**src/rtl/alarm_led_map.vh**
```
// Constants for the alarm and indicator lamp encoder
`ifndef ALARM_LED_MAP_VH
`define ALARM_LED_MAP_VH
// Register byte addresses
`define REG_STATUS 12'h000
`define REG_CTRL 12'h004
`define REG_IRQ_STATUS 12'h008
`define REG_IRQ_MASK 12'h00C
`define REG_STRAPS 12'h010
// Condition bit positions in the control register
`define C_THERM_ALARM 0
`define C_THERM_SHUT 1
`define C_FUSE 2
`define C_BOOST 3
`define C_OV_LATCH 4
`define C_AC_BAD 5
`define C_AC_ABSENT 6
`define C_OVERLOAD 7
`define C_INT_FAIL 8
`define C_STANDBY 9
`define C_SERVICE 10
`define C_COMM_FAULT 11
`define C_INSERTED 12
`define NUM_COND 13
`define CTRL_RESET 13'h1000
// Blink and pulse timing
`define CLK_HZ 200000000
`define PULSE_MS 1
`define BLINK_MS 250
`define PULSE_CYC (`CLK_HZ / 1000 * `PULSE_MS)
`define BLINK_CYC (`CLK_HZ / 1000 * `BLINK_MS)
// Interrupt event bits
`define NUM_EVT 4
`define E_FAIL 0
`define E_OTW 1
`define E_HEALTH 2
`define E_STRAP 3
`endif

```
**src/rtl/alarm_led_status_encoder.v**
```verilog
// Alarm line and front-panel lamp encoder with APB register access
//
// Implementation choices: the placing of the registers and register access over APB.
`include "alarm_led_map.vh"

// Operation
// - Thermal alarm: both ok and service lamps lit, overheat warning low
// - Thermal shutdown: all three alarm lines low, service and failure lamps lit
// - Fuse, boost or over-voltage latch: failure lamp, failure and health lines low
// - Input out of limits: input lamp blinks, health line low
// - Overload: output lamp blinks, health line pulses at 1 ms
// - Non-fatal internal fault: ok lamps lit, failure lamp, failure line low
// - Bus mode service request blinks service lamp, alarms high
// - RS485 comms fault blinks failure lamp, alarms high
// - Health line low whenever main output loss is imminent
// - Main output on in analog/bus mode when enable input is low
// - Open protocol strap selects bus mode, tied strap selects RS485
// - Address bits A3..A0 formed from the two address-level straps
// - Alarm lines are active-low open-drain: pull low or release
module alarm_led_status_encoder (
  input wire pclk,
  input wire presetn,
  input wire psel,
  input wire penable,
  input wire pwrite,
  input wire [11:0] paddr,
  input wire [31:0] pwdata,
  output wire [31:0] prdata,
  output wire pready,
  output wire pslverr,
  input wire output_enable_n,
  input wire protocol_open,
  input wire [1:0] addr_level_first,
  input wire [1:0] addr_level_second,
  output reg lamp_input_ok,
  output reg lamp_output_ok,
  output reg lamp_service,
  output reg lamp_failure,
  output wire failure_n_o,
  output wire failure_n_oe,
  output wire overheat_warning_n_o,
  output wire overheat_warning_n_oe,
  output wire output_health_n_o,
  output wire output_health_n_oe,
  output reg insertion_indicator,
  output reg main_output_on,
  output reg rs485_mode,
  output reg [3:0] addr_low,
  output wire irq
);
  reg [`NUM_COND-1:0] ctrl_r;
  reg [`NUM_EVT-1:0] irq_status_r;
  reg [`NUM_EVT-1:0] irq_mask_r;
  reg [31:0] prdata_r;
  reg fail_r;
  reg otw_r;
  reg health_r;
  reg fail_nxt;
  reg otw_nxt;
  reg health_nxt;
  reg in_ok_nxt;
  reg out_ok_nxt;
  reg svc_nxt;
  reg flt_nxt;
  reg [5:0] strap_prev_r;
  wire [5:0] strap_s;
  wire blink;
  wire pulse;
  wire wr;
  wire rd;
  wire [`NUM_EVT-1:0] evt;
  wire [`NUM_EVT-1:0] w1c;

  // Pin levels pass two flip-flops before use
  pin_sync #(.W(6)) u_sync (
    .pclk(pclk),
    .presetn(presetn),
    .d({output_enable_n, protocol_open, addr_level_second, addr_level_first}),
    .q(strap_s)
  );

  // Lamp blink rate and 1 ms health pulse
  period_tick #(.HALF(`BLINK_CYC)) u_blink (
    .pclk(pclk),
    .presetn(presetn),
    .wave(blink)
  );
  period_tick #(.HALF(`PULSE_CYC)) u_pulse (
    .pclk(pclk),
    .presetn(presetn),
    .wave(pulse)
  );

  // APB access: zero wait states, never an error
  assign wr = psel & penable & pwrite;
  assign rd = psel & ~pwrite;
  assign pready = 1'b1;
  assign pslverr = 1'b0;
  assign prdata = prdata_r;

  // Condition decode, highest severity first
  always @* begin
    in_ok_nxt = 1'b1;
    out_ok_nxt = 1'b1;
    svc_nxt = 1'b0;
    flt_nxt = 1'b0;
    fail_nxt = 1'b0;
    otw_nxt = 1'b0;
    health_nxt = 1'b0;
    if (ctrl_r[`C_AC_ABSENT]) begin
      in_ok_nxt = 1'b0;
      out_ok_nxt = 1'b0;
      health_nxt = 1'b1;
    end else if (ctrl_r[`C_THERM_SHUT]) begin
      out_ok_nxt = 1'b0;
      svc_nxt = 1'b1;
      flt_nxt = 1'b1;
      fail_nxt = 1'b1;
      otw_nxt = 1'b1;
      health_nxt = 1'b1;
    end else if (ctrl_r[`C_FUSE] | ctrl_r[`C_BOOST] | ctrl_r[`C_OV_LATCH]) begin
      out_ok_nxt = 1'b0;
      flt_nxt = 1'b1;
      fail_nxt = 1'b1;
      health_nxt = 1'b1;
    end else if (ctrl_r[`C_AC_BAD]) begin
      in_ok_nxt = blink;
      out_ok_nxt = 1'b0;
      health_nxt = 1'b1;
    end else if (ctrl_r[`C_STANDBY]) begin
      out_ok_nxt = 1'b0;
      health_nxt = 1'b1;
    end else if (ctrl_r[`C_THERM_ALARM]) begin
      svc_nxt = 1'b1;
      otw_nxt = 1'b1;
    end else if (ctrl_r[`C_OVERLOAD]) begin
      out_ok_nxt = blink;
      health_nxt = pulse;
    end else if (ctrl_r[`C_INT_FAIL]) begin
      flt_nxt = 1'b1;
      fail_nxt = 1'b1;
    end else if (ctrl_r[`C_SERVICE] & ~rs485_mode) begin
      svc_nxt = blink;
    end else if (ctrl_r[`C_COMM_FAULT] & rs485_mode) begin
      flt_nxt = blink;
    end
  end

  // Registered lamps, alarms and strap decode
  always @(posedge pclk or negedge presetn) begin
    if (!presetn) begin
      lamp_input_ok <= 1'b0;
      lamp_output_ok <= 1'b0;
      lamp_service <= 1'b0;
      lamp_failure <= 1'b0;
      fail_r <= 1'b0;
      otw_r <= 1'b0;
      health_r <= 1'b0;
      insertion_indicator <= 1'b1;
      main_output_on <= 1'b0;
      rs485_mode <= 1'b0;
      addr_low <= 4'h0;
    end else begin
      lamp_input_ok <= in_ok_nxt;
      lamp_output_ok <= out_ok_nxt;
      lamp_service <= svc_nxt;
      lamp_failure <= flt_nxt;
      fail_r <= fail_nxt;
      otw_r <= otw_nxt;
      health_r <= health_nxt;
      insertion_indicator <= ~ctrl_r[`C_INSERTED];
      rs485_mode <= ~strap_s[4];
      main_output_on <= ~strap_s[5] & ~rs485_mode;
      addr_low <= {strap_s[3:2], strap_s[1:0]};
    end
  end

  // Open-drain drive: output low, enable only while asserting
  assign failure_n_o = 1'b0;
  assign failure_n_oe = fail_r;
  assign overheat_warning_n_o = 1'b0;
  assign overheat_warning_n_oe = otw_r;
  assign output_health_n_o = 1'b0;
  assign output_health_n_oe = health_r;

  // Interrupt events: alarm assertions and strap changes
  assign evt[`E_FAIL] = fail_nxt & ~fail_r;
  assign evt[`E_OTW] = otw_nxt & ~otw_r;
  assign evt[`E_HEALTH] = health_nxt & ~health_r;
  assign evt[`E_STRAP] = strap_s != strap_prev_r;
  assign w1c = (wr && paddr == `REG_IRQ_STATUS) ? pwdata[`NUM_EVT-1:0] : {`NUM_EVT{1'b0}};
  assign irq = |(irq_status_r & irq_mask_r);

  // Register writes; a new event wins over a clear
  always @(posedge pclk or negedge presetn) begin
    if (!presetn) begin
      ctrl_r <= `CTRL_RESET;
      irq_status_r <= {`NUM_EVT{1'b0}};
      irq_mask_r <= {`NUM_EVT{1'b0}};
      strap_prev_r <= 6'h00;
    end else begin
      strap_prev_r <= strap_s;
      irq_status_r <= (irq_status_r & ~w1c) | evt;
      if (wr && paddr == `REG_CTRL) begin
        ctrl_r <= pwdata[`NUM_COND-1:0];
      end else if (wr && paddr == `REG_IRQ_MASK) begin
        irq_mask_r <= pwdata[`NUM_EVT-1:0];
      end
    end
  end

  // Read data captured in the setup cycle
  always @(posedge pclk or negedge presetn) begin
    if (!presetn) begin
      prdata_r <= 32'h00000000;
    end else if (rd && !penable) begin
      if (paddr == `REG_STATUS) begin
        prdata_r <= {18'h00000, addr_low, rs485_mode, main_output_on, insertion_indicator,
                     lamp_failure, lamp_service, lamp_output_ok, lamp_input_ok, fail_r, otw_r, health_r};
      end else if (paddr == `REG_CTRL) begin
        prdata_r <= {19'h00000, ctrl_r};
      end else if (paddr == `REG_IRQ_STATUS) begin
        prdata_r <= {28'h0000000, irq_status_r};
      end else if (paddr == `REG_IRQ_MASK) begin
        prdata_r <= {28'h0000000, irq_mask_r};
      end else if (paddr == `REG_STRAPS) begin
        prdata_r <= {26'h0000000, strap_s};
      end else begin
        prdata_r <= 32'h00000000;
      end
    end
  end
endmodule

```
**src/rtl/period_tick.v**
```verilog
// Free-running divider giving a square wave of a given half period
module period_tick #(
  parameter HALF = 200000
) (
  input wire pclk,
  input wire presetn,
  output wire wave
);
  reg [27:0] cnt_r;
  reg wave_r;

  // Toggle the wave every HALF cycles
  always @(posedge pclk or negedge presetn) begin
    if (!presetn) begin
      cnt_r <= 28'h0000000;
      wave_r <= 1'b0;
    end else if (cnt_r == HALF - 1) begin
      cnt_r <= 28'h0000000;
      wave_r <= ~wave_r;
    end else begin
      cnt_r <= cnt_r + 28'h0000001;
    end
  end

  assign wave = wave_r;
endmodule

```
**src/rtl/pin_sync.v**
```verilog
// Two-flop synchroniser for a vector of asynchronous pin levels
module pin_sync #(
  parameter W = 4
) (
  input wire pclk,
  input wire presetn,
  input wire [W-1:0] d,
  output wire [W-1:0] q
);
  reg [W-1:0] meta_r;
  reg [W-1:0] sync_r;

  // First stage feeds only the second
  always @(posedge pclk or negedge presetn) begin
    if (!presetn) begin
      meta_r <= {W{1'b0}};
      sync_r <= {W{1'b0}};
    end else begin
      meta_r <= d;
      sync_r <= meta_r;
    end
  end

  assign q = sync_r;
endmodule
```
**config.mk**
```make
export PLATFORM = sky130hd
export DESIGN_NAME = alarm_led_status_encoder
export DESIGN_NICKNAME = d
export VERILOG_FILES = /design/src/rtl/alarm_led_status_encoder.v /design/src/rtl/period_tick.v /design/src/rtl/pin_sync.v
export VERILOG_INCLUDE_DIRS = /design/src /design/src/rtl
export SDC_FILE = /design/constraint.sdc
export NUM_CORES = 1
export LEC_CHECK = 0
export BUFFER_PORTS_ARGS = -buffer_cell sky130_fd_sc_hd__buf_4
export CORE_ASPECT_RATIO = 0.9
export CORE_MARGIN = 1
export CORE_UTILIZATION = 55
export DETAILED_ROUTE_END_ITERATION = 12
export PLACE_DENSITY = 0.78
export SYNTH_ARGS = -nofsm -noshare
export SYNTH_HDL_FRONTEND = slang
export SYNTH_HIERARCHICAL = 1
export SYNTH_SLANG_ARGS = --single-unit
```
**constraint.sdc**
```tcl
create_clock -name pclk -period 2.17 [get_ports pclk]
set_input_delay 0.217 -clock pclk [delete_from_list [all_inputs] [get_ports pclk]]
set_output_delay 0.217 -clock pclk [all_outputs]
set_load 0.01 [all_outputs]
```
==> impl_metrics.tcl <==
set metrics [dict create \
    fin_crit_sh_pct 93.3 \
    max_clock_freq_mhz 494 \
    dpl-instance-area_mm2 0.00627 \
    slew_headroom_pct 59.6 \
    cts-buffers-inserted 17 \
    ctsResizeCount 0 \
    synthCells 510 \
    wire_per_inst_um 17.3 \
    finalSetupViolCount 0 \
    viasPerCell 5.77 \
    cp.required_ps 2520 \
    die_y_um 98.3 \
    p_int_mw 4.02 \
    place_ws_ps 171 \
    hold_class "in -> reg" \
    nets 657 \
    hpwl_mm 8.75 \
    clk_latency_ps 420 \
    p_switching_mw 1.28 \
    drcViolationCount 0 \
    tritoncts "built" \
    cp.arrival_ps 2370 \
    skew_ps 9.81 \
    n_fill_cell 680 \
    endpoint_kind "register" \
    holdBufCountCts 7 \
    finalWorstSetupSlack_ps 145 \
    max_slew.worst_pin.slew_ps 601 \
    core_region_area_mm2 0.00983 \
    finalHoldWorstSlack_ps 39.4 \
    drive_above_1_share_pct 25.1 \
    ant_nets 0 \
    syn_area_per_cell_um2 11.1 \
    pwr-share-seq_pct 43.3 \
    pwr_density_cell_mw_per_mm2 765 \
    insertedDiodeCount 0 \
    dr.first_iter.drc_count 341 \
    fp.dieArea_mm2 0.0107 \
    grt_first_pass_wirelength_mm 21.2 \
    path_class "reg -> reg" \
    portBuffers 64 \
    drt_wl_total_mm 12.8 \
    synth-seq-cells 121 \
    design_area_mm2 0.00693 \
    ir_drop_v 0.000385 \
    cp_cell_sequence "nand4_1 -> or4_1 -> or4_4 -> a21oi_2" \
    ys.flop_type "dfrtp_1" \
    initial_core_util_pct 57.6 \
    fin_crit_ps 2020 \
    seq_area_mm2 0.00303 \
    fp-row-count 34 \
    tns_ps 0 \
    pin_count 107 \
    clkPwrFrac_pct 52.7 \
    max_stage_delay_ps 680 \
    startpoint_type "register" \
    area_delta_synth_final_pct 22.3 \
    power_mw 5.30 \
    crit_buf_inv 0 \
    yosys_warnings 6 \
    cts_root_buffer "clkbuf_16" \
    finish.utilization_pct 70.5 \
    overflow 0 \
    rsz0062_at_grt "no" \
    htreeDepth 4 \
    max-clock-path-buffers 2 \
    cpLargestDelayFamily "simple AND/OR/NAND/NOR gates" \
    grt_pass1_vias 4299 \
    track_usage_pct 26.0 \
    cp_slowest_cell "or4_1" \
    hold_violations 0 \
    antenna_found_initial 0 \
    clk_pin_slew_ps 60 \
    fp.dieW_um 109 \
    place_congestion 0.954 \
    ys_seq_area_share_pct 53.5 \
    drt_first_pass_iters 5 \
    slew_violations 0 \
    fin_cells 739 \
    status "complete, no violations" \
    grt_max_degree 45 \
    clock_sinks 121 \
    worst-path-max-fanout 9 \
    multi_input_area_mm2 0.00238 \
    synth-edff-count 0 \
    synthArstFlopShare_pct 100 \
    comb_power_share_pct 4.0 \
    postCtsSetupRepairBufs 0 \
    sw_frac_of_total_pct 24.1 \
    synthDistinctLibCells 53 \
    max_cap_viol_count 0 \
    dp_cells 700 \
    synthesis.area_mm2 0.00566 \
    total_leakage_power_nw 3.26 \
    vias 4266 \
]
==> cell usage after synthesis (all sizes together), types with 2 or more instances <==
master	count	area [um2]
a21o	9	67.6
a21oi	9	48.8
a22o	5	43.8
a22oi	6	45.0
a31oi	3	18.8
a32oi	5	43.8
and2	4	25.0
and3	9	58.8
and4	6	55.1
buf	30	220
clkbuf	7	26.3
conb	2	7.51
dfrtp	119	2980
dfstp	2	52.6
ha	2	25.0
inv	24	90.1
mux2	21	251
nand2	28	105
nand3	21	110
nand4	27	175
nor2	23	86.3
nor2b	5	31.3
nor3	9	50.1
nor3b	2	15.0
nor4	20	168
nor4b	4	35.0
o21ai	26	130
o221ai	2	17.5
o31ai	5	37.5
o41ai	4	35.0
or3	12	87.6
or4	4	33.8
or4b	3	30.0
xnor2	31	272
xor2	17	149
==> cell type report <==
type / count / share of cell area (%)
sequential: 121 / 43.7
multi-input combinational: 349 / 34.3
clock inverter: 14 / 2.20
tap: 126 / 2.28
clock buffer: 18 / 6.34
inverter: 24 / 1.30
timing repair buffer: 87 / 9.86
==> worst paths after layout <==
path	slack, ps	start	cells after the start	end
hold / removal	40	pwdata[4]	2	ctrl_r[4]$_DFFE_PN0P_
min in group asynchronous	350	presetn	2	irq_mask_r[0]$_DFFE_PN0P_
max in group asynchronous	1090	presetn	3	ctrl_r[12]$_DFFE_PN1P_
hold reg to reg	340	u_sync/meta_r[5]$_DFF_PN0_	0	u_sync/q[5]$_DFF_PN0_
setup / recovery	150	u_blink/cnt_r[8]$_DFF_PN0_	4	u_blink/cnt_r[23]$_DFF_PN0_
setup reg to reg	150	u_blink/cnt_r[8]$_DFF_PN0_	4	u_blink/cnt_r[23]$_DFF_PN0_
==> kinds of logic (layout without fill, tap and decap cells) <==
logic type / Yosys count / after routing / share of synthesized area, %
AOI/OAI and AO/OA: 75 / 75 / 8.79
xor gates and xnor gates: 48 / 48 / 7.42
adders and majority gates: 2 / 2 / 0.442
buffers and inverters: 61 / 143 / 5.94
DFF: 121 / 121 / 53.5
muxes: 22 / 22 / 4.62
other: 2 / 23 / 0.133
and+or+nand+nor: 179 / 179 / 19.2
==> metal layers <==
| layer | track usage [%] | wire [um] | vias to the layer above |
|---|---|---|---|
| met2 | 40.5 | 6220 | 158 |
| li1 | - | - | 1991 |
| met1 | 34.0 | 5500 | 2086 |
| met4 | 13.2 | 364 | 0 |
| met3 | 5.81 | 700 | 31 |
| met5 | 0 | 0 | - |
==> cells in the final DEF, fill, tap and decap left out, drive strengths merged, types with 5 or more instances in the layout <==
| cell type | n |
|---|---|
| xnor2 | 31 |
| nor2 | 23 |
| nor2b | 5 |
| clkbuf | 18 |
| xor2 | 17 |
| a22oi | 6 |
| a21oi | 9 |
| a21o | 9 |
| buf | 80 |
| nand2 | 28 |
| a22o | 5 |
| o21ai | 26 |
| nand3 | 21 |
| or3 | 12 |
| and4 | 6 |
| nand4 | 27 |
| mux2 | 21 |
| inv | 33 |
| nor4 | 20 |
| a32oi | 5 |
| dlygate4sd3 | 7 |
| and3 | 9 |
| dfrtp | 119 |
| nor3 | 9 |
| conb | 23 |
| o31ai | 5 |
==> power by group through the flow <==
| stage | Clock [mW] | Combinational, mW | Sequential, mW |
|---|---|---|---|
| 2_1_floorplan | 0 | 0.101 | 2.33 |
| 3_3_place_gp | 0 | 0.194 | 2.34 |
| 3_5_place_dp | 0 | 0.199 | 2.34 |
| 4_1_cts | 2.83 | 0.212 | 2.30 |
| 5_1_grt | 2.94 | 0.236 | 2.30 |
| 6_report | 2.79 | 0.212 | 2.30 |
==> flip-flops by register name (all words and copies together), names as in the netlist <==
signal / flops
u_blink/cnt_r: 28
u_pulse/cnt_r: 28
prdata: 14
ctrl_r: 13
strap_prev_r: 6
u_sync/meta_r: 6
u_sync/q: 6
irq_mask_r: 4
irq_status_r: 4
failure_n_oe: 1
insertion_indicator: 1
lamp_failure: 1
lamp_input_ok: 1
lamp_output_ok: 1
lamp_service: 1
main_output_on: 1
output_health_n_oe: 1
overheat_warning_n_oe: 1
rs485_mode: 1
u_blink/wave: 1
u_pulse/wave: 1
Power figures use the tool's default switching activity.
